File: config.mk
export PLATFORM = sky130hd
export DESIGN_NAME = dpc_serial_slave
export DESIGN_NICKNAME = d
export VERILOG_FILES = /design/src/dpc_serial_slave.v /design/src/dpc_tap_decode.v
export VERILOG_INCLUDE_DIRS = /design/src
export SDC_FILE = /design/constraint.sdc
export NUM_CORES = 1
export LEC_CHECK = 0
export BUFFER_PORTS_ARGS = -buffer_cell sky130_fd_sc_hd__buf_2
export CAP_MARGIN = 25
export CORE_MARGIN = 3
export CORE_UTILIZATION = 60
export DETAILED_ROUTE_END_ITERATION = 8
export GPL_TIMING_DRIVEN = 1
export PLACE_DENSITY_LB_ADDON = 0.25
export RECOVER_POWER = 25
export SLEW_MARGIN = 20
export SYNTH_ARGS = -nofsm -noshare
export SYNTH_HDL_FRONTEND = slang
export SYNTH_HIERARCHICAL = 1
export SYNTH_SLANG_ARGS = --single-unit
File: constraint.sdc
create_clock -name i_core_clk -period 7.3 [get_ports i_core_clk]
set_input_delay 1.46 -clock i_core_clk [delete_from_list [all_inputs] [get_ports i_core_clk]]
set_output_delay 1.46 -clock i_core_clk [all_outputs]
set_load 0.03 [all_outputs]
File: src/dpc_map.vh
`ifndef DPC_MAP_VH
`define DPC_MAP_VH
// Slave address fields
`define DPC_DEV_TYPE_HI      7
`define DPC_DEV_TYPE_LO      4
// Instruction byte fields
`define DPC_OPC_HI           7
`define DPC_OPC_LO           4
`define DPC_RIDX_HI          3
`define DPC_RIDX_LO          2
`define DPC_UNIT_HI          1
`define DPC_UNIT_LO          0
// Opcodes
`define DPC_OP_GXFR_DR2V     4'h1
`define DPC_OP_INCDEC        4'h2
`define DPC_OP_GXFR_V2DR     4'h8
`define DPC_OP_RD_VOL        4'h9
`define DPC_OP_WR_VOL        4'ha
`define DPC_OP_RD_DR         4'hb
`define DPC_OP_WR_DR         4'hc
`define DPC_OP_XFR_DR2V      4'hd
`define DPC_OP_XFR_V2DR      4'he
// Comparator control bit positions
`define DPC_CMP_PWR_BIT      0
`define DPC_CMP_EN_BIT       1
`define DPC_CMP_LATCH_BIT    2
// Reset value and wiper step limits
`define DPC_RST_DATA         6'h00
`define DPC_TAP_MAX          6'h3f
`define DPC_TAP_MIN          6'h00
// Timing: nonvolatile write in us, settle in ns, core clock in MHz
`define DPC_CLK_MHZ          100
`define DPC_NVW_TIME_US      5000
`define DPC_NVW_CYCLES       (`DPC_NVW_TIME_US * `DPC_CLK_MHZ)
`define DPC_SETTLE_TIME_NS   500
`define DPC_SETTLE_CYCLES    ((`DPC_SETTLE_TIME_NS * `DPC_CLK_MHZ) / 1000)
`endif

File: src/dpc_serial_slave.v
`timescale 1ns/1ps
`default_nettype none
`include "dpc_map.vh"
// Functional notes
// - Wiper position decodes to one-hot taps
// - Wiper: write, load from stored, read
// - Comparator enable, latch, shutdown control bits
// - Comparator control: write, load, read back
// - Upper address nibble must match type
// - Lower address nibble must match straps
// - No ack during nonvolatile write cycle
// - Instruction: opcode, index, unit fields
// - Four two-byte transfer instructions
// - Stored-to-volatile transfer, settle delay
// - Volatile-to-stored transfer is nonvolatile write
// - Global transfers move all four units
// - Four three-byte read/write instructions
// - Increment/decrement on each clock high
// - Read volatile: two zeros, six bits
// - Write volatile register from data byte
// - Read stored register by index, unit
// - Write stored register, program at stop
// - Copy stored register into volatile
// - Ack address, instruction and written data
// - Write protect low blocks nonvolatile writes
// - Power-up loads volatile from index zero
// - Control bits: power, buffer, latch
module dpc_serial_slave #(
   parameter DEV_TYPE   = 4'h0,                // Arbitrary type code, set per product
   parameter NVW_CYCLES = `DPC_NVW_CYCLES,
   parameter TAPS       = 64
) (
   input  wire              i_core_clk,
   input  wire              i_nrst,
   input  wire              i_scl,
   input  wire              i_sda,
   output reg               o_sda_oe,
   output reg               o_sda_out,
   input  wire [3:0]        i_address_strap_pins,
   input  wire              i_write_protect_n,
   input  wire [1:0]        i_cmp_raw,
   output reg  [1:0]        o_comparator_output_pin,
   output reg  [1:0]        o_comparator_output_oe,
   output reg  [1:0]        o_comparator_power,
   output reg  [5:0]        o_wiper_position_reg_0,
   output reg  [5:0]        o_wiper_position_reg_1,
   output reg  [5:0]        o_comparator_control_reg_0,
   output reg  [5:0]        o_comparator_control_reg_1,
   output wire [TAPS-1:0]   o_tap_sel_0,
   output wire [TAPS-1:0]   o_tap_sel_1,
   output reg               o_nv_busy
);
   // Phases of a transfer
   localparam [6:0] ST_IDLE = 7'h01;
   localparam [6:0] ST_ADDR = 7'h02;
   localparam [6:0] ST_INST = 7'h04;
   localparam [6:0] ST_WDAT = 7'h08;
   localparam [6:0] ST_RDAT = 7'h10;
   localparam [6:0] ST_STEP = 7'h20;
   localparam [6:0] ST_SKIP = 7'h40;
   localparam [31:0] SETTLE = `DPC_SETTLE_CYCLES;
   localparam [31:0] NVW    = NVW_CYCLES;

   // Pin synchronisers: first stage read only by second
   reg  [1:0]  scl_sync;
   reg  [1:0]  sda_sync;
   reg  [3:0]  adr_s1;
   reg  [3:0]  adr_s2;
   reg         wp_s1;
   reg         wp_s2;
   reg  [1:0]  cmp_s1;                         // Comparator results, first stage
   reg  [1:0]  cmp_s2;                         // Comparator results, second stage
   reg         scl_d;                          // Delayed sync clock for edges
   reg         sda_d;                          // Delayed sync data for start/stop
   wire        scl = scl_sync[1];
   wire        sda = sda_sync[1];
   wire        scl_rise = scl & ~scl_d;
   wire        scl_fall = ~scl & scl_d;
   wire        start_c  = scl & scl_d & sda_d & ~sda;
   wire        stop_c   = scl & scl_d & ~sda_d & sda;

   // Register storage
   reg  [5:0]  vol [0:3];                      // Wiper 0/1, comparator 0/1
   reg  [5:0]  nvm [0:15];                     // Stored settings, unit*4+index
   reg  [6:0]  state;
   reg  [7:0]  shreg;                          // Incoming byte
   reg  [7:0]  txreg;                          // Outgoing byte
   reg  [3:0]  bitcnt;                         // Bit 8 is the ack slot
   reg  [7:0]  inst;                           // Latched instruction
   reg  [5:0]  wdata;                          // Pending stored-write data
   reg         nv_pend;                        // Nonvolatile write armed for stop
   reg  [31:0] nv_cnt;                         // Nonvolatile write timer
   reg         init_done;                      // Power-up recall finished
   reg  [31:0] settle_cnt;                     // Wiper settle timer
   reg  [5:0]  wip_pend_0;
   reg  [5:0]  wip_pend_1;
   reg  [1:0]  cmp_latched;
   integer     k;

   wire [3:0]  opc  = inst[`DPC_OPC_HI:`DPC_OPC_LO];
   wire [1:0]  ridx = inst[`DPC_RIDX_HI:`DPC_RIDX_LO];
   wire [1:0]  unit = inst[`DPC_UNIT_HI:`DPC_UNIT_LO];
   wire [7:0]  rx   = {shreg[6:0], sda};       // Byte including the eighth bit

   // Synchronise all pins twice
   always @(posedge i_core_clk or negedge i_nrst) begin
      if (!i_nrst) begin
         scl_sync <= 2'h3;
         sda_sync <= 2'h3;
         adr_s1   <= 4'h0;
         adr_s2   <= 4'h0;
         wp_s1    <= 1'b0;
         wp_s2    <= 1'b0;
         cmp_s1   <= 2'h0;
         cmp_s2   <= 2'h0;
         scl_d    <= 1'b1;
         sda_d    <= 1'b1;
      end else begin
         scl_sync <= {scl_sync[0], i_scl};
         sda_sync <= {sda_sync[0], i_sda};
         adr_s1   <= i_address_strap_pins;
         adr_s2   <= adr_s1;
         wp_s1    <= i_write_protect_n;
         wp_s2    <= wp_s1;
         cmp_s1   <= i_cmp_raw;
         cmp_s2   <= cmp_s1;
         scl_d    <= scl;
         sda_d    <= sda;
      end
   end

   // Protocol engine, register file and timers
   always @(posedge i_core_clk or negedge i_nrst) begin
      if (!i_nrst) begin
         state      <= ST_IDLE;
         shreg      <= 8'h00;
         txreg      <= 8'h00;
         bitcnt     <= 4'h0;
         inst       <= 8'h00;
         wdata      <= 6'h00;
         nv_pend    <= 1'b0;
         nv_cnt     <= 32'h0;
         init_done  <= 1'b0;
         o_sda_oe   <= 1'b0;
         o_sda_out  <= 1'b0;
         o_nv_busy  <= 1'b0;
         for (k = 0; k < 4; k = k + 1) begin
            vol[k] <= `DPC_RST_DATA;
         end
         for (k = 0; k < 16; k = k + 1) begin
            nvm[k] <= `DPC_RST_DATA;
         end
      end else if (!init_done) begin
         for (k = 0; k < 4; k = k + 1) begin
            vol[k] <= nvm[k*4];
         end
         init_done <= 1'b1;
      end else begin
         // Nonvolatile write timer
         if (nv_cnt != 32'h0) begin
            nv_cnt <= nv_cnt - 32'h1;
         end
         o_nv_busy <= (nv_cnt > 32'h1);
         if (start_c) begin
            // Any start reopens addressing; the clock fall that ends
            // the start is no bit, so the count sits one below zero
            state    <= ST_ADDR;
            bitcnt   <= 4'hf;
            o_sda_oe <= 1'b0;
            nv_pend  <= 1'b0;
         end else if (stop_c) begin
            state    <= ST_IDLE;
            o_sda_oe <= 1'b0;
            if (nv_pend) begin
               nv_pend <= 1'b0;
               nv_cnt  <= NVW;
               o_nv_busy <= 1'b1;
               if (opc == `DPC_OP_XFR_V2DR) begin
                  nvm[{unit, ridx}] <= vol[unit];
               end else if (opc == `DPC_OP_GXFR_V2DR) begin
                  for (k = 0; k < 4; k = k + 1) begin
                     nvm[k*4 + ridx] <= vol[k];
                  end
               end else begin
                  nvm[{unit, ridx}] <= wdata;
               end
            end
         end else begin
            case (state)
               ST_ADDR, ST_INST, ST_WDAT: begin
                  if (scl_rise && bitcnt < 4'h8) begin
                     shreg  <= rx;
                  end
                  if (scl_fall) begin
                     if (bitcnt == 4'h7) begin
                        // Eighth bit done: decide ack
                        bitcnt <= 4'h8;
                        if (state == ST_ADDR) begin
                           if (shreg[`DPC_DEV_TYPE_HI:`DPC_DEV_TYPE_LO] == DEV_TYPE &&
                               shreg[3:0] == adr_s2 && nv_cnt == 32'h0) begin
                              o_sda_oe  <= 1'b1;
                              o_sda_out <= 1'b0;
                           end else begin
                              state <= ST_SKIP;
                           end
                        end else begin
                           o_sda_oe  <= 1'b1;
                           o_sda_out <= 1'b0;
                        end
                     end else if (bitcnt == 4'h8) begin
                        // Ack slot over: act on byte
                        o_sda_oe <= 1'b0;
                        bitcnt   <= 4'h0;
                        if (state == ST_ADDR) begin
                           state <= ST_INST;
                        end else if (state == ST_INST) begin
                           inst <= shreg;
                           case (shreg[`DPC_OPC_HI:`DPC_OPC_LO])
                              `DPC_OP_RD_VOL: begin
                                 txreg <= {2'b00, vol[shreg[1:0]]};
                                 state <= ST_RDAT;
                                 // Two leading zeros: first bit drives low
                                 o_sda_oe  <= 1'b1;
                                 o_sda_out <= 1'b0;
                              end
                              `DPC_OP_RD_DR: begin
                                 txreg <= {2'b00, nvm[{shreg[1:0], shreg[3:2]}]};
                                 state <= ST_RDAT;
                                 o_sda_oe  <= 1'b1;
                                 o_sda_out <= 1'b0;
                              end
                              `DPC_OP_WR_VOL, `DPC_OP_WR_DR: begin
                                 state <= ST_WDAT;
                              end
                              `DPC_OP_INCDEC: begin
                                 state <= ST_STEP;
                              end
                              `DPC_OP_XFR_DR2V: begin
                                 vol[shreg[1:0]] <= nvm[{shreg[1:0], shreg[3:2]}];
                                 state <= ST_SKIP;
                              end
                              `DPC_OP_GXFR_DR2V: begin
                                 for (k = 0; k < 4; k = k + 1) begin
                                    vol[k] <= nvm[k*4 + shreg[3:2]];
                                 end
                                 state <= ST_SKIP;
                              end
                              `DPC_OP_XFR_V2DR, `DPC_OP_GXFR_V2DR: begin
                                 nv_pend <= wp_s2;
                                 state   <= ST_SKIP;
                              end
                              default: begin
                                 state <= ST_SKIP;
                              end
                           endcase
                        end else begin
                           if (opc == `DPC_OP_WR_VOL) begin
                              vol[unit] <= shreg[5:0];
                           end else begin
                              wdata   <= shreg[5:0];
                              nv_pend <= wp_s2;
                           end
                           state <= ST_SKIP;
                        end
                     end else begin
                        bitcnt <= bitcnt + 4'h1;
                     end
                  end
               end
               ST_RDAT: begin
                  // Shift out on falls, release for master ack
                  if (scl_fall) begin
                     if (bitcnt == 4'h7) begin
                        o_sda_oe <= 1'b0;
                        state    <= ST_SKIP;
                     end else begin
                        bitcnt    <= bitcnt + 4'h1;
                        o_sda_oe  <= ~txreg[6 - bitcnt[2:0]];
                        o_sda_out <= 1'b0;
                     end
                  end
               end
               ST_STEP: begin
                  // step per high pulse
                  // Counted when the high pulse ends: the stop's high never
                  // ends, so closing the frame adds no stray step
                  if (scl_fall && !unit[1]) begin
                     if (sda && vol[unit] != `DPC_TAP_MAX) begin
                        vol[unit] <= vol[unit] + 6'h01;
                     end else if (!sda && vol[unit] != `DPC_TAP_MIN) begin
                        vol[unit] <= vol[unit] - 6'h01;
                     end
                  end
               end
               ST_SKIP: begin
                  o_sda_oe <= 1'b0;
               end
               default: begin
                  state <= ST_IDLE;
               end
            endcase
         end
      end
   end

   always @(posedge i_core_clk or negedge i_nrst) begin
      if (!i_nrst) begin
         settle_cnt <= 32'h0;
         wip_pend_0 <= `DPC_RST_DATA;
         wip_pend_1 <= `DPC_RST_DATA;
         o_wiper_position_reg_0 <= `DPC_RST_DATA;
         o_wiper_position_reg_1 <= `DPC_RST_DATA;
      end else begin
         if (vol[0] != wip_pend_0 || vol[1] != wip_pend_1) begin
            wip_pend_0 <= vol[0];
            wip_pend_1 <= vol[1];
            settle_cnt <= SETTLE;
         end else if (settle_cnt != 32'h0) begin
            settle_cnt <= settle_cnt - 32'h1;
         end else begin
            o_wiper_position_reg_0 <= wip_pend_0;
            o_wiper_position_reg_1 <= wip_pend_1;
         end
      end
   end

   always @(posedge i_core_clk or negedge i_nrst) begin
      if (!i_nrst) begin
         cmp_latched <= 2'h0;
         o_comparator_output_pin    <= 2'h0;
         o_comparator_output_oe     <= 2'h0;
         o_comparator_power         <= 2'h0;
         o_comparator_control_reg_0 <= `DPC_RST_DATA;
         o_comparator_control_reg_1 <= `DPC_RST_DATA;
      end else begin
         o_comparator_control_reg_0 <= vol[2];
         o_comparator_control_reg_1 <= vol[3];
         for (k = 0; k < 2; k = k + 1) begin
            o_comparator_power[k]     <= vol[k+2][`DPC_CMP_PWR_BIT];
            o_comparator_output_oe[k] <= vol[k+2][`DPC_CMP_EN_BIT];
            if (!vol[k+2][`DPC_CMP_LATCH_BIT]) begin
               cmp_latched[k] <= cmp_s2[k] & vol[k+2][`DPC_CMP_PWR_BIT];
            end
            o_comparator_output_pin[k] <= cmp_latched[k];
         end
      end
   end

   dpc_tap_decode #(.TAPS(TAPS)) u_dec0 (
      .i_core_clk (i_core_clk),
      .i_nrst     (i_nrst),
      .i_pos      (o_wiper_position_reg_0),
      .o_tap      (o_tap_sel_0)
   );
   dpc_tap_decode #(.TAPS(TAPS)) u_dec1 (
      .i_core_clk (i_core_clk),
      .i_nrst     (i_nrst),
      .i_pos      (o_wiper_position_reg_1),
      .o_tap      (o_tap_sel_1)
   );
endmodule
`default_nettype wire

File: src/dpc_tap_decode.v
`timescale 1ns/1ps
`default_nettype none
// One-hot tap switch decoder for one array
module dpc_tap_decode #(
   parameter TAPS = 64
) (
   input  wire        i_core_clk,
   input  wire        i_nrst,
   input  wire [5:0]  i_pos,
   output reg  [TAPS-1:0] o_tap
);
   genvar g;
   // One switch per tap, registered so the pin side never glitches
   generate
      for (g = 0; g < TAPS; g = g + 1) begin : g_tap
         always @(posedge i_core_clk or negedge i_nrst) begin
            if (!i_nrst) begin
               o_tap[g] <= (g == 0);
            end else begin
               o_tap[g] <= (i_pos == g);
            end
         end
      end
   endgenerate
endmodule
`default_nettype wire

* After elaboration in Yosys (flattened, before gate mapping)
Index checks and enable logic that the tools add are counted.
** Storage, ports and cells
- Register bits after elaboration :: 422
** Cells by class
- Bitwise gates (word level) :: 34
- Reduce and logical (&&, ||, !) cells :: 48
- $lt $le $gt $ge :: 22
- Add/subtract/negate cells :: 12
- Mux-type cells :: 128
- Equality and inequality tests :: 185
** Operators by type and width (count)
- bitwise mux 96 bit :: 6
- == test 6 bit, second input constant :: 64
- 2-to-1 mux 24 bit :: 12
- greater-or-equal comparator 33 x 5 -> 1 bit, second input constant :: 8
- == test 6 x 5 -> 1 bit, second input constant :: 32
- 2-to-1 mux 32 bit :: 6
- 2-to-1 mux 96 bit :: 2
- less-than comparator 33 x 1 -> 1 bit, second input constant :: 4
- NOT 5 -> 33 bit :: 4
- 2-to-1 mux 6 bit :: 21
- binary-select mux 6 bit (select 4 bit) :: 5
- demux 6 bit (select 4 bit) :: 5
- bitwise mux 24 bit :: 4
- == test 6 x 4 -> 1 bit, second input constant :: 16
- case mux 24 bit (2 select lines) :: 2
- 2-to-1 mux 7 bit :: 11
- NOT 2 -> 33 bit :: 2
- NOT 4 -> 33 bit :: 2
- nonzero test 32 bit :: 2
- subtractor 32 x 1 -> 32 bit, second input constant :: 2
- == test 6 x 3 -> 1 bit, second input constant :: 8
- != test 3 bit, second input constant :: 15
- == test 4 bit, second input constant :: 11
- case mux 7 bit (3 select lines) :: 2
- 67 further kinds :: 183

* Longest topological paths before layout
- Depth in word-level cells :: 16
- Gate-level depth with buffers :: 11
- Depth with buffers taken out :: 10

* Hierarchy
The synthesis kept the hierarchy.
** By module, submodules not included
- dpc_serial_slave :: cells each 1699, times used 1, sequential area each 7190.6 um^2, area each 15971.6 um^2
- dpc_tap_decode :: cells each 159, times used 2, sequential area each 1602.8 um^2, area each 2072.0 um^2

* Worst setup path before layout
Ideal clock, no wire load.
- Path kind :: register -> register
- Start :: register inst[0]
- End :: register vol[10] in the netlist's numbering
- Period minus slack after synthesis :: 2.962 ns
- Setup slack :: 4.338 ns
- Data required time :: 7.175 ns
- Buffers on the path :: 1
- Data arrival time :: 2.837 ns
- Stages on the path, launching flop included :: 12
- Path through :: dfrtp_1 -> buf_2 -> mux4_2 -> inv_1 -> ha_1 -> inv_1 -> or4_1 -> nand4_1 -> nand3_1 -> a211oi_1 -> o221ai_1 -> mux2_2
** Between the ends
- Cells in the longest elaborated chain, start to end :: 16
- Elaborated cells between the ends (all ways) :: 33
- Classes of those cells :: 2 x add/sub; 2 x order compare; 2 x eq/ne; 21 x mux; 1 x bitwise; 5 x reduce/logical
** Ends and longest elaborated chain
- from (decl) :: line dpc_serial_slave.v:89 : reg [7:0] inst;
- from (signal assigned) :: line dpc_serial_slave.v:217 : inst <= shreg;
- NOT 2 -> 3 bit (implied by the code) (*)
- greater-or-equal comparator 3 bit (implied by the code) / less-than comparator 3 x 1 -> 1 bit (equally long branches) :: line dpc_serial_slave.v:258, dpc_serial_slave.v:289, dpc_serial_slave.v:291
- logical AND 1 bit (implied by the code) :: line dpc_serial_slave.v:258, dpc_serial_slave.v:289, dpc_serial_slave.v:291
- 2-to-1 mux 6 bit (implied by the code) :: line dpc_serial_slave.v:258, dpc_serial_slave.v:289, dpc_serial_slave.v:291
- demux 6 bit (select 2 bit) :: line dpc_serial_slave.v:258, dpc_serial_slave.v:289, dpc_serial_slave.v:291
- bitwise mux 24 bit :: line dpc_serial_slave.v:258 : vol[unit] <= shreg[5:0];
- 2-to-1 mux 24 bit :: line dpc_serial_slave.v:257 : if (opc == `DPC_OP_WR_VOL) begin
- 2-to-1 mux 24 bit :: line dpc_serial_slave.v:216 : end else if (state == ST_INST) begin
- 2-to-1 mux 24 bit :: line dpc_serial_slave.v:214 : if (state == ST_ADDR) begin
- 2-to-1 mux 24 bit :: line dpc_serial_slave.v:210 : end else if (bitcnt == 4'h8) begin
- 2-to-1 mux 24 bit :: line dpc_serial_slave.v:195 : if (bitcnt == 4'h7) begin
- 2-to-1 mux 24 bit :: line dpc_serial_slave.v:194 : if (scl_fall) begin
- case mux 24 bit (2 select lines) :: line dpc_serial_slave.v:189 : case (state)
- 2-to-1 mux 24 bit :: line dpc_serial_slave.v:171 : end else if (stop_c) begin
- 2-to-1 mux 24 bit :: line dpc_serial_slave.v:164 : if (start_c) begin
- 2-to-1 mux 24 bit :: line dpc_serial_slave.v:153 : end else if (!init_done) begin
- to (signal, indexed assignment) :: line dpc_serial_slave.v:148 : vol[k] <= `DPC_RST_DATA;
- to (signal, indexed assignment) :: line dpc_serial_slave.v:155 : vol[k] <= nvm[k*4];
- to (signal, indexed assignment) :: line dpc_serial_slave.v:239 : vol[shreg[1:0]] <= nvm[{shreg[1:0], shreg[3:2]}];
- to (decl) :: line dpc_serial_slave.v:83 : reg [5:0] vol [0:3];
Mark *: on every way between the ends. The rest lies on a longest branch, timed or not. The select of a mux whose other input is x is not followed.
A chain may end at the register's enable or synchronous reset.

* Worst setup path after layout
- Start :: register inst[0]
- End :: register vol[16] in the netlist's numbering
The elaborated chain is that of the path after synthesis.

==> PnR_summary.wiki <==
{| class="wikitable"
! Metric !! Value
|-
| TritonCTS Buffers || 43
|-
| Routability congestion estimate from global placement || 0.9820
|-
| Die height || 189.1 um
|-
| Simple-gate area share of the yosys netlist || 0.1806
|-
| Critical path destination || vol[16]$_DFFE_PN0P_
|-
| H-tree levels || 2
|-
| Most frequent standard cell in the layout excluding fill and tap cells || sky130_fd_sc_hd__dfrtp_1
|-
| Setup tns final || 0 ns
|-
| Area occupied by multi-input gates || 0.008916 mm2
|-
| Number of buffers added on ports || 170
|-
| Die outline area || 0.03576 mm2
|-
| Share of synthesized area occupied by flip-flops and latches || 0.5168
|-
| Share of cell area taken by muxes after synthesis || 0.08739
|-
| CP Capture Type || register
|-
| Most used cells in the layout excluding fill and tap cells || 405 x sky130_fd_sc_hd__dfrtp_1, 365 x sky130_fd_sc_hd__nor2_1, 169 x sky130_fd_sc_hd__buf_2
|-
| Violation count after the first detailed-routing iteration || 1921
|-
| Setup violation total in the final timing report || 0
|-
| Share of layout cells above drive strength 1 || 0.1906
|-
| Number of sinks handled by clock tree synthesis || 415
|-
| Synthesized area per cell || 9.973 um2
|-
| Number of synthesized register bits || 415
|-
| Max Buffers Root-to-Sink || 3
|-
| Clock tree from TritonCTS || done
|-
| Startpoint of the most critical register-to-register path || inst[0]$_DFFE_PN0P_
|-
| Worst R2R Path Depth || 10
|-
| Area growth from synthesis to layout || 12.18%
|-
| First-pass GRT wire length || 88510 um
|-
| Sum of net half-perimeters after detailed placement || 36780 um
|-
| Headroom to the max-slew limit || 0.3164
|-
| Final wirelength || 55760 um
|-
| Static Leakage || 10.31 nW
|-
| Layout fillers || 2485
|-
| Area taken by flip-flops and latches || 0.01040 mm2
|-
| Async SR Flop Fraction || 1.000
|-
| Worst-Skew Late Latency || 0.56 ns
|-
| Arrival @ worst endpoint || 4.08 ns
|-
| Post-synth EDFFs || 0
|-
| Cells along the critical path || mux4_2 > inv_1 > ha_1 > inv_1 > or4_1 > nand4_1 > nand3_1 > a211oi_1 > o221ai_1 > mux2_2
|-
| Maximum clock skew at final layout || 0.02321 ns
|-
| Total congestion overflow || 0
|-
| Count of cell types in the netlist || 75
|-
| Worst stage delay on the critical path || 0.75 ns
|-
| Standard cell with the maximum stage delay on the critical path || sky130_fd_sc_hd__dfrtp_1
|-
| Std-Cell Core Area || 0.03278 mm2
|-
| Synthesized instance count || 2017
|-
| Most numerous cell on the critical path || sky130_fd_sc_hd__inv_1
|-
| Crit Reg-Reg Endpoint || vol[16]$_DFFE_PN0P_
|-
| Worst Slack Setup Final || 3.658 ns
|-
| Combinational family with the most area after synthesis || simple AND/OR/NAND/NOR gates
|-
| All-layer global routing usage || 0.3110
|-
| First-pass detailed-route iteration total || 8
|-
| Routed via count divided by cell count || 6.426
|-
| Clock transition at the register clock pins on the worst setup and hold paths after CTS || 0.06 ns
|-
| Pre-CTS setup slack || 3.727 ns
|-
| Largest voltage drop on the vdd net || 0.1670 mV
|-
| Type of the setup path with the least slack || register to register
|-
| Type of element launching the critical path || register
|-
| Min cycle time layout || 3.642 ns
|-
| Die X || 189.1 um
|-
| Actual slew at the worst max-slew pin || 1.025 ns
|-
| I/O pin count || 172
|-
| Root buf cell || sky130_fd_sc_hd__clkbuf_16
|-
| Number of hold violations in the final report || 0
|-
| Number of vias in the routed layout || 16400
|-
| Post-synthesis share of cell area spent on full adders, half adders and majority gates || 0.006220
|-
| Initial Utilization || 0.6136
|-
| XOR/XNOR share of the synthesized area || 0.02874
|-
| Number of slew-limit violations in the final report || 0
|-
| Critical path launch point || inst[0]$_DFFE_PN0P_
|-
| Number of resized instances in the post-cts repair step || 0
|-
| Data required time of the critical path || 7.74 ns
|-
| Pwr/cell area || 234.0 mW/mm2
|-
| Total placed instance area || 0.02105 mm2
|-
| Biggest fanout along the worst timing path || 19
|-
| Compound-gate portion of the synthesized area || 0.1386
|-
| Warnings, synthesis || 6
|-
| Detail-routed net length per standard cell || 21.85 um
|-
| Maximum number of pins on one net before global-route repair || 153
|-
| Number of nets produced by synthesis || 2038
|-
| Final #Nets || 2097
|-
| Count of hold buffers inserted by post-cts repair || 0
|-
| Run status || completed
|-
| Unrepaired setup endpoints after global routing || false
|-
| Post-CTS Setup Repair Bufs || 0
|-
| Max frequency || 0.2745 GHz
|-
| Post-route clock period utilization || 0.4990
|-
| Worst Hold Path Cells || 0
|-
| Worst reg-to-reg setup slack || 3.66 ns
|-
| Post-detailed-route DRC marker count || 0
|-
| HP Class || register to register
|-
| Vias in the first global route || 15740
|-
| Antenna violations before repair || 0
|-
| Site Rows || 66
|-
| Post-route ant nets || 0
|-
| Worst Hold Launch || adr_s1[2]$_DFF_PN0_
|-
| Combined area of all synthesized cells || 0.02012 mm2
|-
| Primary flip-flop cell chosen by synthesis mapping || sky130_fd_sc_hd__dfrtp_1
|-
| Count of max-cap constraint violations || 0
|-
| Final design instance area without fill || 0.02257 mm2
|}
## per-stage QoR
stage                     cells  power [mW]  hold WS [ns]    util
final                      2552       5.281        0.3455  0.6883
after detailed placement   2471       3.019        0.3347  0.6420
after CTS                  2549       5.308        0.3465  0.6877
after global routing       2551       5.489        0.3567  0.6883
after global placement     2471       2.998        0.3323  0.6416
after floorplan            2017       2.862        0.3312       -
## synth_stat cells (9+ instances only)
cell,instances,area share
sky130_fd_sc_hd__and3_1,17,0.0053
sky130_fd_sc_hd__nor4_1,23,0.0072
sky130_fd_sc_hd__mux2i_1,17,0.0085
sky130_fd_sc_hd__inv_1,27,0.0050
sky130_fd_sc_hd__ha_1,10,0.0062
sky130_fd_sc_hd__nand2b_1,19,0.0059
sky130_fd_sc_hd__or3_1,27,0.0084
sky130_fd_sc_hd__mux4_2,43,0.048
sky130_fd_sc_hd__nand3_1,21,0.0052
sky130_fd_sc_hd__dfstp_2,9,0.012
sky130_fd_sc_hd__dfrtp_1,406,0.51
sky130_fd_sc_hd__nand4_1,12,0.0037
sky130_fd_sc_hd__mux2_2,47,0.026
sky130_fd_sc_hd__a21oi_1,119,0.030
sky130_fd_sc_hd__nand2_1,129,0.024
sky130_fd_sc_hd__nor3_1,36,0.0090
sky130_fd_sc_hd__clkbuf_1,163,0.030
sky130_fd_sc_hd__a211oi_1,10,0.0037
sky130_fd_sc_hd__a31oi_1,46,0.014
sky130_fd_sc_hd__nand4bb_1,14,0.0078
sky130_fd_sc_hd__and2_1,11,0.0034
sky130_fd_sc_hd__nor2_1,366,0.068
sky130_fd_sc_hd__or4_1,14,0.0052
sky130_fd_sc_hd__xor2_1,34,0.015
sky130_fd_sc_hd__o21ai_0,110,0.027
sky130_fd_sc_hd__xnor2_1,32,0.014
sky130_fd_sc_hd__a22oi_1,105,0.039
## kinds of logic (layout without fill, tap and decap cells)
kind of cell             after synthesis  in the layout
adder cells (fa/ha/maj)               10             10
AND/OR/NAND/NOR                      752            752
XOR/XNOR                              66             66
buffers and inverters                210            302
AO/OA/AOI/OAI                        449            449
flip-flops                           415            415
multiplexers                         113            113
other                                  2              3
## worst min-delay path by stage
stage	to	slack (ns)
6_report	adr_s2[2]$_DFF_PN0_	0.35
5_1_grt	adr_s2[3]$_DFF_PN0_	0.36
4_1_cts	adr_s2[2]$_DFF_PN0_	0.35
3_5_place_dp	adr_s2[2]$_DFF_PN0_	0.33
3_3_place_gp	cmp_s2[1]$_DFF_PN0_	0.33
2_1_floorplan	adr_s2[0]$_DFF_PN0_	0.33
## power by group
part	internal (mW)	total [mW]	switching [mW]
clock	1.38	2.30	0.912
sequential	2.41	2.53	0.123
combinational	0.174	0.454	0.280
## state kept, by name (all words and copies together) (netlist names), 4 cells and up
register                    flops
settle_cnt                     32
inst                            8
wdata                           6
adr_s1                          4
wip_pend_1                      6
u_dec0/o_tap                   64
o_comparator_control_reg_0      6
u_dec1/o_tap                   64
bitcnt                          4
o_comparator_control_reg_1      6
nv_cnt                         32
adr_s2                          4
nvm                            96
txreg                           6
o_wiper_position_reg_0          6
wip_pend_0                      6
o_wiper_position_reg_1          6
shreg                           8
state                           7
vol                            24
## layer usage
metal	share of wire	up-vias	global-route usage
li1	-	7267	-
met1	0.40	8007	0.4332
met2	0.45	938	0.4778
met3	0.11	186	0.07406
met4	0.041	0	0.1220
met5	0	-	0
## worst max-delay path: cells and delay by family, from the launching register on
family / cells / cell delay [ns]
AOI/OAI and AO/OA: 2 / 0.63
muxes: 2 / 1.01
adders and majority gates: 1 / 0.18
buffers and inverters: 2 / 0.20
and+or+nand+nor: 3 / 0.73
DFF: 1 / 0.75
## area by class of cell
cell class	instances	area share
repair buffers	197	0.04846
clock inverters	19	0.01076
well taps	442	0.02451
clock buffers	59	0.05572
diodes	1	0.0001109
flip-flops and latches	415	0.4609
multi-input cells	1392	0.3951
inverters	27	0.004491
Note: power is estimated with default switching activity, not from simulation.
